`src/cafc_pkg.sv`:
```
package cafc_pkg;

  localparam int CAFC_NUM_FILTERS   = 8;
  localparam int CAFC_BYTES_PER_FLT = 8;
  localparam int CAFC_ADR_W         = 12;

  // Word-aligned byte addresses of the register map.
  localparam logic [11:0] CAFC_CTRL_BASE    = 12'h000;
  localparam logic [11:0] CAFC_MODE_LOWER   = 12'h010;
  localparam logic [11:0] CAFC_MODE_UPPER   = 12'h014;
  localparam logic [11:0] CAFC_STATUS       = 12'h018;
  localparam logic [11:0] CAFC_PATTERN_BASE = 12'h100;
  localparam logic [11:0] CAFC_PATTERN_END  = 12'h1FC;

  // Field positions inside a filter pair control byte.
  localparam int CAFC_UP_FIFO_BIT  = 7;
  localparam int CAFC_UP_SCALE_LSB = 5;
  localparam int CAFC_UP_ON_BIT    = 4;
  localparam int CAFC_LO_FIFO_BIT  = 3;
  localparam int CAFC_LO_SCALE_LSB = 1;
  localparam int CAFC_LO_ON_BIT    = 0;

  // Bits of a control byte that only change in initialization mode.
  localparam logic [7:0] CAFC_INIT_ONLY_MASK = 8'hEE;

  localparam int CAFC_ST_INIT_BIT  = 0;
  localparam int CAFC_ST_GUARD_BIT = 1;

  localparam logic [7:0] CAFC_CTRL_RESET = 8'h00;
  localparam logic [7:0] CAFC_MODE_RESET = 8'h00;

  typedef struct packed {
    logic        cyc;
    logic        stb;
    logic        we;
    logic [11:0] adr;
    logic [3:0]  sel;
    logic [31:0] dat;
  } cafc_wb_req_t;

  typedef struct packed {
    logic       fifoSelect;
    logic [1:0] scaleSelect;
    logic       filterOn;
    logic       upperHalfListMode;
    logic       lowerHalfListMode;
  } cafc_filter_cfg_t;

endpackage

```
`src/cafc_filter_config.sv`:
```
`timescale 1ns/1ps
`default_nettype none

// Notes on behaviour
// RQ1: fifo select bit routes to FIFO 0/1.
// RQ2: scale field at 6:5 or 2:1.
// RQ3: on bit at 4 or 0.
// RQ4: software clears on bit before pattern writes.
// RQ5: fifo select at bit 7 or 3.
// RQ6: upper half mode: 0 mask, 1 list.
// RQ7: lower half mode: 0 mask, 1 list.
// RQ8: upper mode register holds filters 7..4.
// RQ9: lower mode register holds filters 3..0.
// RQ10: identifier bit gives expected bus level.
// RQ11: mask bit 1 compares, 0 ignores.
// RQ12: eight pattern bytes, role from configuration.
// RQ13: same bit mapping in both roles.
// RQ14: control and mode registers reset to zero.
// RQ15: pattern bytes have no reset value.
// RQ16: configuration bits change only by writes.
// RQ17: fifo and scale change only in init.
// RQ18: inactive filter never matches nor routes.
module cafc_filter_config #(
  parameter int NUM_FILTERS = cafc_pkg::CAFC_NUM_FILTERS,
  parameter int PAT_BYTES   = cafc_pkg::CAFC_BYTES_PER_FLT
) (
  input  wire logic                     clk,
  input  wire logic                     rst,
  input  wire cafc_pkg::cafc_wb_req_t   wbReq,
  output logic                          wbAck,
  output logic      [31:0]              wbDatOut,
  input  wire logic                     initMode,
  input  wire logic [15:0]              candidateId,
  output cafc_pkg::cafc_filter_cfg_t    filterCfg [NUM_FILTERS],
  output logic      [NUM_FILTERS*PAT_BYTES*8-1:0] patternBytes,
  output logic      [NUM_FILTERS-1:0]   filterHit,
  output logic                          anyHit,
  output logic                          hitFifoSelect
);

  localparam int NUM_PAIRS = NUM_FILTERS / 2;
  localparam int DEPTH     = NUM_FILTERS * PAT_BYTES;
  localparam int IDX_W     = $clog2(DEPTH);

  logic [7:0]       pairCtrl [NUM_PAIRS];
  logic [7:0]       modeLower;
  logic [7:0]       modeUpper;
  logic             guardViolation;
  logic [7:0]       patReadData;
  logic [IDX_W-1:0] patIdx;
  logic             patWriteEn;
  logic             busActive;
  logic             busWrite;
  logic             lowLane;
  logic             inPattern;
  logic             patBlocked;
  logic [7:0]       writeByte;
  logic [7:0]       next_readByte;
  logic             ctrlHit;
  logic [1:0]       ctrlPairIdx;
  logic             guardSet;
  logic             regWrite;
  logic             ctrlSel;
  logic             modeLoSel;
  logic             modeUpSel;
  logic             statusSel;
  logic             next_anyHit;
  logic             next_hitFifoSelect;
  logic [NUM_FILTERS-1:0] next_filterHit;

  function automatic cafc_pkg::cafc_filter_cfg_t decodeCfg(input logic [7:0] ctrlByte,
                                                          input logic [7:0] modeByte,
                                                          input int         f);
    cafc_pkg::cafc_filter_cfg_t c;
    int                         slot;
    slot = f % 4;
    // RQ5 fifo bit position
    // RQ2 scale field position
    // RQ3 on bit position
    if (f % 2 == 1) begin
      c.fifoSelect  = ctrlByte[cafc_pkg::CAFC_UP_FIFO_BIT];
      c.scaleSelect = ctrlByte[cafc_pkg::CAFC_UP_SCALE_LSB +: 2];
      c.filterOn    = ctrlByte[cafc_pkg::CAFC_UP_ON_BIT];
    end else begin
      c.fifoSelect  = ctrlByte[cafc_pkg::CAFC_LO_FIFO_BIT];
      c.scaleSelect = ctrlByte[cafc_pkg::CAFC_LO_SCALE_LSB +: 2];
      c.filterOn    = ctrlByte[cafc_pkg::CAFC_LO_ON_BIT];
    end
    // RQ8 odd bit upper half
    // RQ9 even bit lower half
    c.upperHalfListMode = modeByte[2*slot+1];
    c.lowerHalfListMode = modeByte[2*slot];
    return c;
  endfunction

  // Compares one 16-bit half against the incoming identifier.
  function automatic logic halfMatch(input logic [15:0] cand,
                                     input logic [15:0] idPat,
                                     input logic [15:0] second,
                                     input logic        listMode);
    logic hit;
    // RQ10 expected bus levels
    // RQ11 mask selects compared bits
    // RQ13 uniform bit mapping
    if (listMode) begin
      hit = (cand == idPat) || (cand == second);
    end else begin
      hit = ((cand ^ idPat) & second) == 16'h0000;
    end
    return hit;
  endfunction

  // Gathers two adjacent pattern bytes of one filter as a little-endian word.
  function automatic logic [15:0] patWord(input logic [NUM_FILTERS*PAT_BYTES*8-1:0] all,
                                          input int                                 f,
                                          input int                                 k);
    logic [15:0] w;
    w = all[(f*PAT_BYTES + k)*8 +: 16];
    return w;
  endfunction

  // Merges a control byte write; outside init mode the fifo and scale bits keep their old value.
  function automatic logic [7:0] ctrlMerge(input logic [7:0] oldByte,
                                           input logic [7:0] newByte,
                                           input logic       unlocked);
    logic [7:0] m;
    if (unlocked) begin
      m = newByte;
    end else begin
      m = (oldByte & cafc_pkg::CAFC_INIT_ONLY_MASK) | (newByte & ~cafc_pkg::CAFC_INIT_ONLY_MASK);
    end
    return m;
  endfunction

  assign busActive = wbReq.cyc && wbReq.stb;
  assign busWrite  = busActive && wbReq.we && wbAck;
  assign lowLane   = wbReq.sel[0];
  assign writeByte = wbReq.dat[7:0];
  assign inPattern = (wbReq.adr >= cafc_pkg::CAFC_PATTERN_BASE) && (wbReq.adr <= cafc_pkg::CAFC_PATTERN_END);
  assign patIdx    = IDX_W'((wbReq.adr - cafc_pkg::CAFC_PATTERN_BASE) >> 2);
  assign ctrlHit   = wbReq.adr[11:4] == cafc_pkg::CAFC_CTRL_BASE[11:4];
  assign ctrlPairIdx = wbReq.adr[3:2];

  // Register selects shared by the write paths, the guard and the read mux.
  assign regWrite  = busWrite && lowLane;
  assign ctrlSel   = ctrlHit && (int'(ctrlPairIdx) < NUM_PAIRS);
  assign modeLoSel = wbReq.adr == cafc_pkg::CAFC_MODE_LOWER;
  assign modeUpSel = wbReq.adr == cafc_pkg::CAFC_MODE_UPPER;
  assign statusSel = wbReq.adr == cafc_pkg::CAFC_STATUS;

  // RQ4 pattern write guard
  assign patBlocked = filterCfg[patIdx / PAT_BYTES].filterOn;
  assign patWriteEn = busWrite && lowLane && inPattern && !patBlocked;

  // RQ12 eight bytes per filter
  // RQ15 storage without reset
  cafc_pattern_store #(
    .DEPTH (DEPTH),
    .WIDTH (8),
    .IDX_W (IDX_W)
  ) u_store (
    .clk       (clk),
    .writeEn   (patWriteEn),
    .writeIdx  (patIdx),
    .writeData (writeByte),
    .readIdx   (patIdx),
    .readData  (patReadData),
    .allBytes  (patternBytes)
  );

  // Wishbone acknowledge: one wait state, dropped after a single cycle.
  always_ff @(posedge clk) begin
    if (rst) begin
      wbAck <= 1'b0;
    end else begin
      wbAck <= busActive && !wbAck;
    end
  end

  // RQ14 zero after reset
  // RQ16 software writes only
  // RQ17 init mode protection
  always_ff @(posedge clk) begin
    if (rst) begin
      for (int p = 0; p < NUM_PAIRS; p++) begin
        pairCtrl[p] <= cafc_pkg::CAFC_CTRL_RESET;
      end
    end else if (regWrite && ctrlSel) begin
      pairCtrl[ctrlPairIdx] <= ctrlMerge(pairCtrl[ctrlPairIdx], writeByte, initMode);
    end
  end

  // RQ6 upper half mode storage
  // RQ7 lower half mode storage
  always_ff @(posedge clk) begin
    if (rst) begin
      modeLower <= cafc_pkg::CAFC_MODE_RESET;
      modeUpper <= cafc_pkg::CAFC_MODE_RESET;
    end else if (regWrite) begin
      if (modeLoSel) begin
        modeLower <= writeByte;
      end
      if (modeUpSel) begin
        modeUpper <= writeByte;
      end
    end
  end

  // Sticky flag for writes refused by the guards; a new refusal beats the clear.
  always_comb begin
    guardSet = 1'b0;
    if (regWrite) begin
      if (inPattern && patBlocked) begin
        guardSet = 1'b1;
      end
      if (ctrlSel && ctrlMerge(pairCtrl[ctrlPairIdx], writeByte, initMode) != writeByte) begin
        guardSet = 1'b1;
      end
    end
  end

  always_ff @(posedge clk) begin
    if (rst) begin
      guardViolation <= 1'b0;
    end else if (guardSet) begin
      guardViolation <= 1'b1;
    end else if (regWrite && statusSel && writeByte[cafc_pkg::CAFC_ST_GUARD_BIT]) begin
      guardViolation <= 1'b0;
    end
  end

  always_comb begin
    for (int f = 0; f < NUM_FILTERS; f++) begin
      filterCfg[f] = decodeCfg(pairCtrl[f/2], (f >= 4) ? modeUpper : modeLower, f);
    end
  end

  always_comb begin
    next_readByte = 8'h00;
    if (ctrlSel) begin
      next_readByte = pairCtrl[ctrlPairIdx];
    end else if (modeLoSel) begin
      next_readByte = modeLower;
    end else if (modeUpSel) begin
      next_readByte = modeUpper;
    end else if (statusSel) begin
      next_readByte[cafc_pkg::CAFC_ST_INIT_BIT]  = initMode;
      next_readByte[cafc_pkg::CAFC_ST_GUARD_BIT] = guardViolation;
    end else if (inPattern) begin
      next_readByte = patReadData;
    end
  end

  // Read data is captured as the acknowledge rises and held through it.
  always_ff @(posedge clk) begin
    if (rst) begin
      wbDatOut <= 32'h0000_0000;
    end else if (busActive && !wbAck && !wbReq.we) begin
      wbDatOut <= {24'h00_0000, next_readByte};
    end
  end

  // The lower half holds identifier in bytes 0..1 and mask or second identifier in bytes 2..3; the upper half uses bytes 4..5 and 6..7.
  always_comb begin
    next_filterHit     = '0;
    next_hitFifoSelect = 1'b0;
    for (int f = NUM_FILTERS - 1; f >= 0; f--) begin
      // RQ18 inactive filter excluded
      next_filterHit[f] = filterCfg[f].filterOn
                          && (halfMatch(candidateId, patWord(patternBytes, f, 0), patWord(patternBytes, f, 2),
                                        filterCfg[f].lowerHalfListMode)
                              || halfMatch(candidateId, patWord(patternBytes, f, 4),
                                           patWord(patternBytes, f, 6), filterCfg[f].upperHalfListMode));
      // RQ1 lowest hit filter routes
      if (next_filterHit[f]) begin
        next_hitFifoSelect = filterCfg[f].fifoSelect;
      end
    end
    next_anyHit = |next_filterHit;
  end

  always_ff @(posedge clk) begin
    if (rst) begin
      filterHit     <= '0;
      anyHit        <= 1'b0;
      hitFifoSelect <= 1'b0;
    end else begin
      filterHit     <= next_filterHit;
      anyHit        <= next_anyHit;
      hitFifoSelect <= next_hitFifoSelect;
    end
  end

endmodule // cafc_filter_config

`default_nettype wire

```
`src/cafc_pattern_store.sv`:
```
`timescale 1ns/1ps
`default_nettype none

// Byte-wide pattern storage; contents are left undefined until written.
module cafc_pattern_store #(
  parameter int DEPTH = 64,
  parameter int WIDTH = 8,
  parameter int IDX_W = $clog2(DEPTH)
) (
  input  wire logic                   clk,
  input  wire logic                   writeEn,
  input  wire logic [IDX_W-1:0]       writeIdx,
  input  wire logic [WIDTH-1:0]       writeData,
  input  wire logic [IDX_W-1:0]       readIdx,
  output logic      [WIDTH-1:0]       readData,
  output logic      [DEPTH*WIDTH-1:0] allBytes
);

  logic [WIDTH-1:0] mem [DEPTH];

  always_ff @(posedge clk) begin
    if (writeEn) begin
      mem[writeIdx] <= writeData;
    end
  end

  assign readData = mem[readIdx];

  always_comb begin
    allBytes = '0;
    for (int i = 0; i < DEPTH; i++) begin
      allBytes[i*WIDTH +: WIDTH] = mem[i];
    end
  end

endmodule // cafc_pattern_store

`default_nettype wire

```
`config.mk`:
```
export PLATFORM = sky130hd
export DESIGN_NAME = cafc_filter_config
export DESIGN_NICKNAME = d
export VERILOG_FILES = /design/src/cafc_pkg.sv /design/src/cafc_filter_config.sv /design/src/cafc_pattern_store.sv
export SDC_FILE = /design/constraint.sdc
export NUM_CORES = 1
export LEC_CHECK = 0
export ABC_CLOCK_PERIOD_IN_PS = 3300
export BUFFER_PORTS_ARGS = -buffer_cell sky130_fd_sc_hd__buf_2
export CORE_UTILIZATION = 39
export CTS_CLUSTER_SIZE = 20
export DETAILED_ROUTE_END_ITERATION = 10
export PLACE_DENSITY = 0.68
export SYNTH_ARGS = -nofsm -noshare
export SYNTH_HDL_FRONTEND = slang
export SYNTH_SLANG_ARGS = --single-unit
export TNS_END_PERCENT = 20
```
`constraint.sdc`:
```
create_clock -name clk -period 3.3 [get_ports clk]
set_input_delay 0.33 -clock clk [delete_from_list [all_inputs] [get_ports clk]]
set_output_delay 0.33 -clock clk [all_outputs]
set_load 0.02 [all_outputs]
```
### Word-level counts from Yosys, hierarchy flattened

Memory sizes are Yosys's and may differ from the RTL's.
Index checks and enable logic that the tools add are counted.

| word-level totals | value |
|---|---|
| bits in writable memories | 544 |
| register bits after elaboration | 36 |
| logic and storage cells | 207 |
| output and inout port bits | 603 |
| memories | 2 |
| input port bits | 70 |

Memory list:

| name | depth | bits a word | read ports | clocked after Yosys merged registers in | write ports | RTL line | RTL |
|---|---|---|---|---|---|---|---|
| u_store.mem | 64 | 8 | 65 | 0 | 1 | cafc_pattern_store.sv:19 | `logic [WIDTH-1:0] mem [DEPTH];` |
| pairCtrl | 4 | 8 | 5 | 0 | 4 | cafc_filter_config.sv:45 | `logic [7:0] pairCtrl [NUM_PAIRS];` |

| operators by class | value |
|---|---|
| bitwise operators | 34 |
| add/subtract/negate cells | 1 |
| muxes and demuxes | 52 |
| reductions and logical operators | 71 |
| equality and inequality tests | 36 |
| magnitude comparators | 3 |

Operator list:

| operator | number |
|---|---|
| 16-bit equality test | 32 |
| 16-bit AND | 16 |
| 16-bit zero test | 16 |
| 16-bit XOR | 16 |
| 8-bit 2-to-1 mux | 9 |
| 1-bit 2-to-1 mux | 37 |
| 12-bit by 5-bit equality test with 1-bit output, second input constant | 3 |
| 33-bit by 4-bit greater-or-equal comparator with 1-bit output, second input constant | 1 |
| 3-bit NOT with 33-bit output | 1 |
| 1-bit logical OR | 24 |
| 1-bit logical AND | 22 |
| 6-bit binary-select mux with 3-bit select | 1 |
| 8-bit OR reduction | 2 |
| 12-bit by 9-bit greater-or-equal comparator with 1-bit output, second input constant | 1 |
| 12-bit by 9-bit less-or-equal comparator with 1-bit output, second input constant | 1 |
| 8-bit zero test | 1 |
| 8-bit inequality test | 1 |
| 8-bit by 5-bit bitwise OR with 8-bit output | 1 |
| 8-bit by 1-bit subtractor with 8-bit output, second input constant | 1 |
| 3-bit 2-to-1 mux | 2 |
| 6-bit 2-to-1 mux | 1 |
| 2-bit 2-to-1 mux | 2 |
| 2-bit AND reduction | 2 |
| 1-bit zero test | 3 |
| 2-bit nonzero test | 1 |

### Longest topological paths before layout

Gate-level depths: netlist (run 1).
An unclocked memory read counts as a cell.

| depth | value |
|---|---|
| depth after elaboration | 15 |
| mapped depth | 14 |
| mapped depth without buffers | 9 |

### Cells and area by module

Synthesis (run 1) repeated with hierarchy kept, for this count alone.

| second synthesis, totals | value |
|---|---|
| cell total of the unflattened synthesis | 2,198 |
| area, all modules | 30,864.6 µm² |

By module, submodules not included:

| module | area each (µm²) | cells each | instances |
|---|---|---|---|
| cafc_pattern_store | 20,012.9 | 934 | 1 |
| cafc_filter_config | 10,851.7 | 1,264 | 1 |

### Least setup slack after synthesis (run 1)

OpenSTA, ideal clock, no wires.

| timing | value |
|---|---|
| path type | register -> register |
| from | memory pairCtrl[3][0] |
| to | memory u_store.mem[23][0], enable pin |
| slack | 0.383 ns |
| arrival time | 2.547 ns |
| library setup time | 0.370 ns |
| data required time | 2.930 ns |
| path buffers | 0 |
| stages on the path, launching flop included | 7 |
| path through | edfxtp_1 -> mux4_2 -> nor2b_1 -> or3_1 -> nor4_2 -> nand3_1 -> nor2_1 |

RTL lines:

| element | RTL line |
|---|---|
| from (decl) | cafc_filter_config.sv:45 |
| to (decl) | cafc_pattern_store.sv:19 |

==> results of run 1 <==
[critical path, stage by stage (launching register included)]
cell,delay (ps)
edfxtp_1,460
mux4_2,540
nor2b_1,150
or3_1,470
nor4_2,430
nand3_1,190
buf_4,230
nor2_1,100
buf_4,210
[metrics by stage]
stage / cell area [um^2] / hold WS, ps / instances / setup slack [ps]
final: 38500 / 43.1 / 4097 / 191
after global routing: 38500 / 55.2 / 4096 / 48.7
after floorplan: 30800 / 429 / 2245 / 383
after CTS: 38500 / 10.3 / 4093 / 217
after global placement: 36400 / 444 / 3976 / 148
after detailed placement: 36400 / 444 / 3976 / 138
[layer usage]
layer	part of all wire (%)	wire, um	vias up
met5	0.0055	8	-
met4	5.3	7640	2
met3	13	19500	423
met2	44	64300	2203
met1	37	53100	12700
li1	-	-	9999
[power by group through the flow]
stage	Sequential, W	Clock, W	Combinational [W]
after floorplan	0.00824	0	0.000915
after CTS	0.00806	0.00727	0.00164
final	0.00806	0.00725	0.00168
after detailed placement	0.00822	0	0.00164
after global routing	0.00806	0.00754	0.00174
after global placement	0.00822	0	0.00163
[cell usage in the layout, fill, tap and decap left out, types with 14 or more instances in the layout]
master,n
nor2_1,184
o21ai_0,18
inv_1,54
buf_12,26
mux2i_1,31
xor2_1,457
conb_1,24
o22ai_1,25
nor2b_1,29
mux4_2,157
clkbuf_1,14
clkbuf_16,71
buf_4,196
a22oi_1,67
buf_2,619
a21oi_1,18
nor4_1,119
nand4_1,43
nand2_1,65
nor3_1,15
edfxtp_1,544
dfxtp_1,36
nand3_1,16
xnor2_1,57
[sequential cells by signal, summed over array words and instances (netlist names)]
register        flops
u_store.mem       512
wbAck               1
pairCtrl           32
wbDatOut            8
guardViolation      1
modeUpper           8
hitFifoSelect       1
anyHit              1
modeLower           8
filterHit           8
[synth_stat cells (all sizes together) (26+ instances only)]
cell    count  share of area, %
a22oi      67               1.6
buf       126               2.5
clkbuf     26              0.32
dfxtp      36               2.3
edfxtp    544                53
inv        55              0.67
mux2i      31               1.0
mux4      157                11
nand2      65              0.79
nand4      43              0.87
nor2      184               2.2
nor2b      29              0.59
nor4      123               2.6
xnor2      58               1.7
xor2      457                13
[logic make-up (layout without fill, tap and decap cells)]
group | count (synthesis) | in the layout | synth area share (%)
DFF | 580 | 580 | 55.5
xor gates and xnor gates | 515 | 515 | 14.7
and+or+nand+nor | 504 | 504 | 8.27
AOI/OAI and AO/OA | 226 | 226 | 5.47
buffers and inverters | 207 | 1015 | 3.54
muxes | 189 | 189 | 12.5
other | 1 | 28 | 0.0122
[path summary, 6_finish.rpt]
path,cells past startpoint,start,end
max,8,pairCtrl[2][0],u_store.mem[3][6]
max reg2reg,8,pairCtrl[2][0],u_store.mem[3][6]
min reg2reg,2,wbDatOut[7],wbDatOut[7]
min,3,wbReq[49],wbAck
[layout make-up]
class | count | area share (%)
sequential | 580 | 44.3
multi-input combinational | 1458 | 33.0
timing repair buffer | 843 | 13.3
clock buffer | 85 | 4.75
tap | 1040 | 3.38
clock inverter | 32 | 0.696
inverter | 55 | 0.536
antenna | 4 | 0.0260
==> impl_results.md, run 1 <==
- Worst Path Required: 3590 ps
- CP Capture Type: register
- Async S/R FF share, synth: 0%
- Clock skew: 25.9 ps
- H-tree levels: 3
- Kind of start point of the critical path: register
- Clk sink count: 580
- CTS root buffer: clkbuf_16
- Final Core Density: 49.5%
- Sw power: 0.00419 W
- RePlAce Congestion: 1.00
- M2 GR Usage: 53.5%
- Clock latency on the worst-skew pair: 610 ps
- Input/output buffers: 621
- Wire per inst: 35.3 um
- Reg area: 17100 um^2
- Initial antenna violation count: 6
- Met1 Track Usage GR: 45.9%
- Post-layout min period: 3110 ps
- Vias per inst: 6.19
- Io pins: 673
- Clk buf depth: 3
- Met3 Usage GRT: 11.3%
- Die X: 283 um
- P_int: 0.0128 W
- Ratio of cells with drive above 1 in the final layout: 36.4%
- Rel. slew slack: 40.8%
- Number of global-route vias before repair: 23.9k
- Number of routed nets with antenna violations: 0
- PwrDens: 441 nW/um^2
- Drt total wl: 144000 um
- Comb power frac: 9.9%
- RSZ-0062 raised after global routing: no
- Fillers: 6877
- Register share of total power: 47.5%
- Post-layout nets: 3074
- Chip Height: 283 um
- Max cap viols: 0
- Max-slew violation count: 0
- Critical Path Fanout Max: 8
- Setup TNS: 0 ps
- GR peak layer: met2
- Clock network fraction of total power: 42.7%
- GRT Util Overall: 35.3%
- Power Total: 0.0170 W
- Number of gates resized after CTS: 0
- Area of the multi-input gates: 12700 um^2
- Final count of hold timing violations: 0
- Detailed Place HPWL: 109000 um
- Syn Inst Count: 2222
- Post-synth design cell area: 30700 um^2
- Unique masters post-synth: 65
- Setup Buffers After CTS: 0
- Ys Warns: 0
- First-pass iteration count of the detailed router: 6
- TritonCTS buffer count: 66
- EDFF count, synth: 544
- Flops & latches, synth: 580
- Final worst path period share: 94.2%
- Top FF cell, synth: edfxtp_1
- Rows: 102
- DR vias: 25.4k
- Reg clk slew, reported paths: 60 ps
- Worst hold-check path type: in -> reg
- Pin count of the biggest net entering global routing: 68
- Initial core utilization: 39.6%
- Arr. time, crit path: 3400 ps
- Sw Share: 24.7%
- R2r setup slk: 190 ps
- Slew @ Worst Pin: 881 ps
- Pleak: 14.5 nW
- Achievable Freq: 322 MHz
- Placeable Area: 77700 um^2
- Final setup vio count: 0
- Initial DRC count: 3887
- Full die area: 80000 um^2
- Number of remaining DRC errors: 0
- Register area share after synthesis: 55.5%
- Synth-to-Final Area Change: 25.2%
- Run status: finished, final reports clean
- First-pass GRT wire length: 194000 um
- Crit path kind: reg -> reg
- Syn_area_per_cell: 13.8 um^2
- Total gr overflow: 0
- Cts-stage hold buffer count: 0
- CTS tree: done
- Peak VDD IR: 0.371 mV
(Power assumes the default switching activity.)
==> run 2: changes to the inputs <==
- ABC_AREA: default -> 1
- PLACE_DENSITY: 0.68 -> 0.67
- SLEW_MARGIN: default -> 30
- SYNTH_HIERARCHICAL: default -> 1
==> impl_results.md, run 2 <==
- Achievable Freq: 388 MHz
- Pleak: 17.7 nW
- Post-layout min period: 2580 ps
- Initial core utilization: 39.4%
- Placeable Area: 86800 um^2
- Number of routed nets with antenna violations: 0
- Synth top area share: 47.8%
- Buf/Inv on CP: 4
- RSZ-0062 raised after global routing: no
- Ys Warns: 6
- CTS tree: done
- Worst hold-check path type: in -> reg
- Most common cell after layout, fill and taps aside: nand2_1
- PwrDens: 437 nW/um^2
- First-pass iteration count of the detailed router: 8
- Clk sink count: 580
- TritonCTS buffer count: 66
- Setup Buffers After CTS: 0
- Input/output buffers: 621
- Critical Path Fanout Max: 9
- Async S/R FF share, synth: 0%
- CP max stage delay: 460 ps
- Die X: 298 um
- Detailed Place HPWL: 124000 um
- Reg clk slew, reported paths: 60 ps
- Max-slew violation count: 0
- Most frequent cells in the layout: nand2_1, buf_2, edfxtp_1
- Worst path cell trace: inv_1 > a21oi_1 > o21ai_0 > a21oi_1 > a21o_1 > nor3_1 > buf_4 > nand4_1 > buf_4 > nor2_1 > buf_4
- Syn Inst Count: 3927
- Flops & latches, synth: 580
- Final setup vio count: 0
- Wire per inst: 28.9 um
- CP Capture Type: register
- Peak VDD IR: 0.392 mV
- Total gr overflow: 0
- GRT Util Overall: 36.6%
- Slew @ Worst Pin: 1050 ps
- Setup ws final: 722 ps
- Most common library cells after synthesis: nand2_1, edfxtp_1, nand3_1
- Top area cells in the synthesized netlist: edfxtp_1, nand2_1, nand3_1, xnor2_1, xor2_1
- Clk buf depth: 3
- Ratio of cells with drive above 1 in the final layout: 21.0%
- H-tree levels: 3
- Worst Path Required: 3630 ps
- Initial antenna violation count: 5
- Number of remaining DRC errors: 0
- Rows: 108
- RePlAce Congestion: 1.00
- Vias per inst: 5.73
- Top-count cell post-synth: nand2_1
- # placed instances: 5722
- Unique masters post-synth: 60
- Cts-stage hold buffer count: 2
- Placed inst area: 39100 um^2
- Regs by FF count: u_store/mem (512), pairCtrl (32)
- Clock latency on the worst-skew pair: 630 ps
- Max reg flops: 512
- Final Core Density: 47.7%
- DR vias: 33.4k
- Fin cells: 5838
- Full die area: 88700 um^2
- Largest reg by FF count: u_store/mem
- Post-layout nets: 4707
- First-pass GRT wire length: 230000 um
- Rel. slew slack: 29.7%
- Setup TNS: 0 ps
- CTS root buffer: clkbuf_16
- EDFF count, synth: 544
- Final count of hold timing violations: 0
- Max cap viols: 0
- Post-synth design cell area: 34100 um^2
- Cell taking the most area after synthesis: edfxtp_1
- Synth-to-Final Area Change: 21.1%
- Top FF cell, synth: edfxtp_1
- Run status: finished, final reports clean
- Clock skew: 26.1 ps
- Drt total wl: 168000 um
- Post-route cell area: 41400 um^2
- Number of gates resized after CTS: 0
- Most common cell on crit path: buf_4
- Syn_area_per_cell: 8.69 um^2
- Setup Slack @ Placement: 416 ps
- Final worst path period share: 78.1%
- Chip Height: 298 um
- Number of global-route vias before repair: 30.7k
- Delay-heaviest family, CP: buffers and inverters
- Crit path kind: reg -> reg
- Kind of start point of the critical path: register
- Crit path max-delay cell type: edfxtp_1
- Register area share after synthesis: 50.0%
- Pin count of the biggest net entering global routing: 74
- Arr. time, crit path: 2910 ps
- Initial DRC count: 4806
- Io pins: 673
## run 2: final timing paths
| kind | depth (start not counted) | endpoint | slack, ps | from |
|---|---|---|---|---|
| max | 11 | u_store/mem[41][6] | 720 | pairCtrl[0][4] |
| min | 1 | u_store/mem[60][5] | 130 | wbReq[5] |
| max reg2reg | 11 | u_store/mem[41][6] | 720 | pairCtrl[0][4] |
| min reg2reg | 1 | wbAck | 460 | wbAck |
## run 2: cells by family after synthesis
kind of cell | Yosys count | synth area share (%)
AND/OR/NAND/NOR | 2277 | 28.2
flip-flops | 580 | 50.0
other | 1 | 0.0110
XOR/XNOR | 403 | 10.5
AO/OA/AOI/OAI | 191 | 3.32
buffers and inverters | 475 | 8.03
## run 2: layout make-up
| class | count | area (um^2) |
|---|---|---|
| antenna | 1 | 2.50 |
| fill | 8462 | 45400 |
| clock inverter | 35 | 480 |
| timing repair buffer | 831 | 5110 |
| inverter | 263 | 1000 |
| tap | 1155 | 1450 |
| sequential | 580 | 17100 |
| clock buffer | 78 | 1790 |
| multi-input combinational | 2895 | 14500 |
## run 2: metal layers
layer / vias to the layer above / wire, um / global-route usage, %
li1: 14400 / - / -
met1: 15800 / 62300 / 47.8
met2: 2679 / 73800 / 55.9
met3: 545 / 20900 / 7.88
met4: 4 / 11500 / 21.5
met5: - / 33 / 0
## run 2: metrics by stage
step           power (W)  hold slack (ps)
3_5_place_dp      0.0102              464
2_1_floorplan    0.00944              408
5_1_grt           0.0184              107
6_report          0.0181              128
3_3_place_gp      0.0102              453
4_1_cts           0.0181             99.6
## run 2: report_power, final
part	switching [W]	internal (W)	total, W
clock	0.00319	0.00474	0.00793
combinational	0.00151	0.000584	0.00209
sequential	0.0000194	0.00805	0.00807
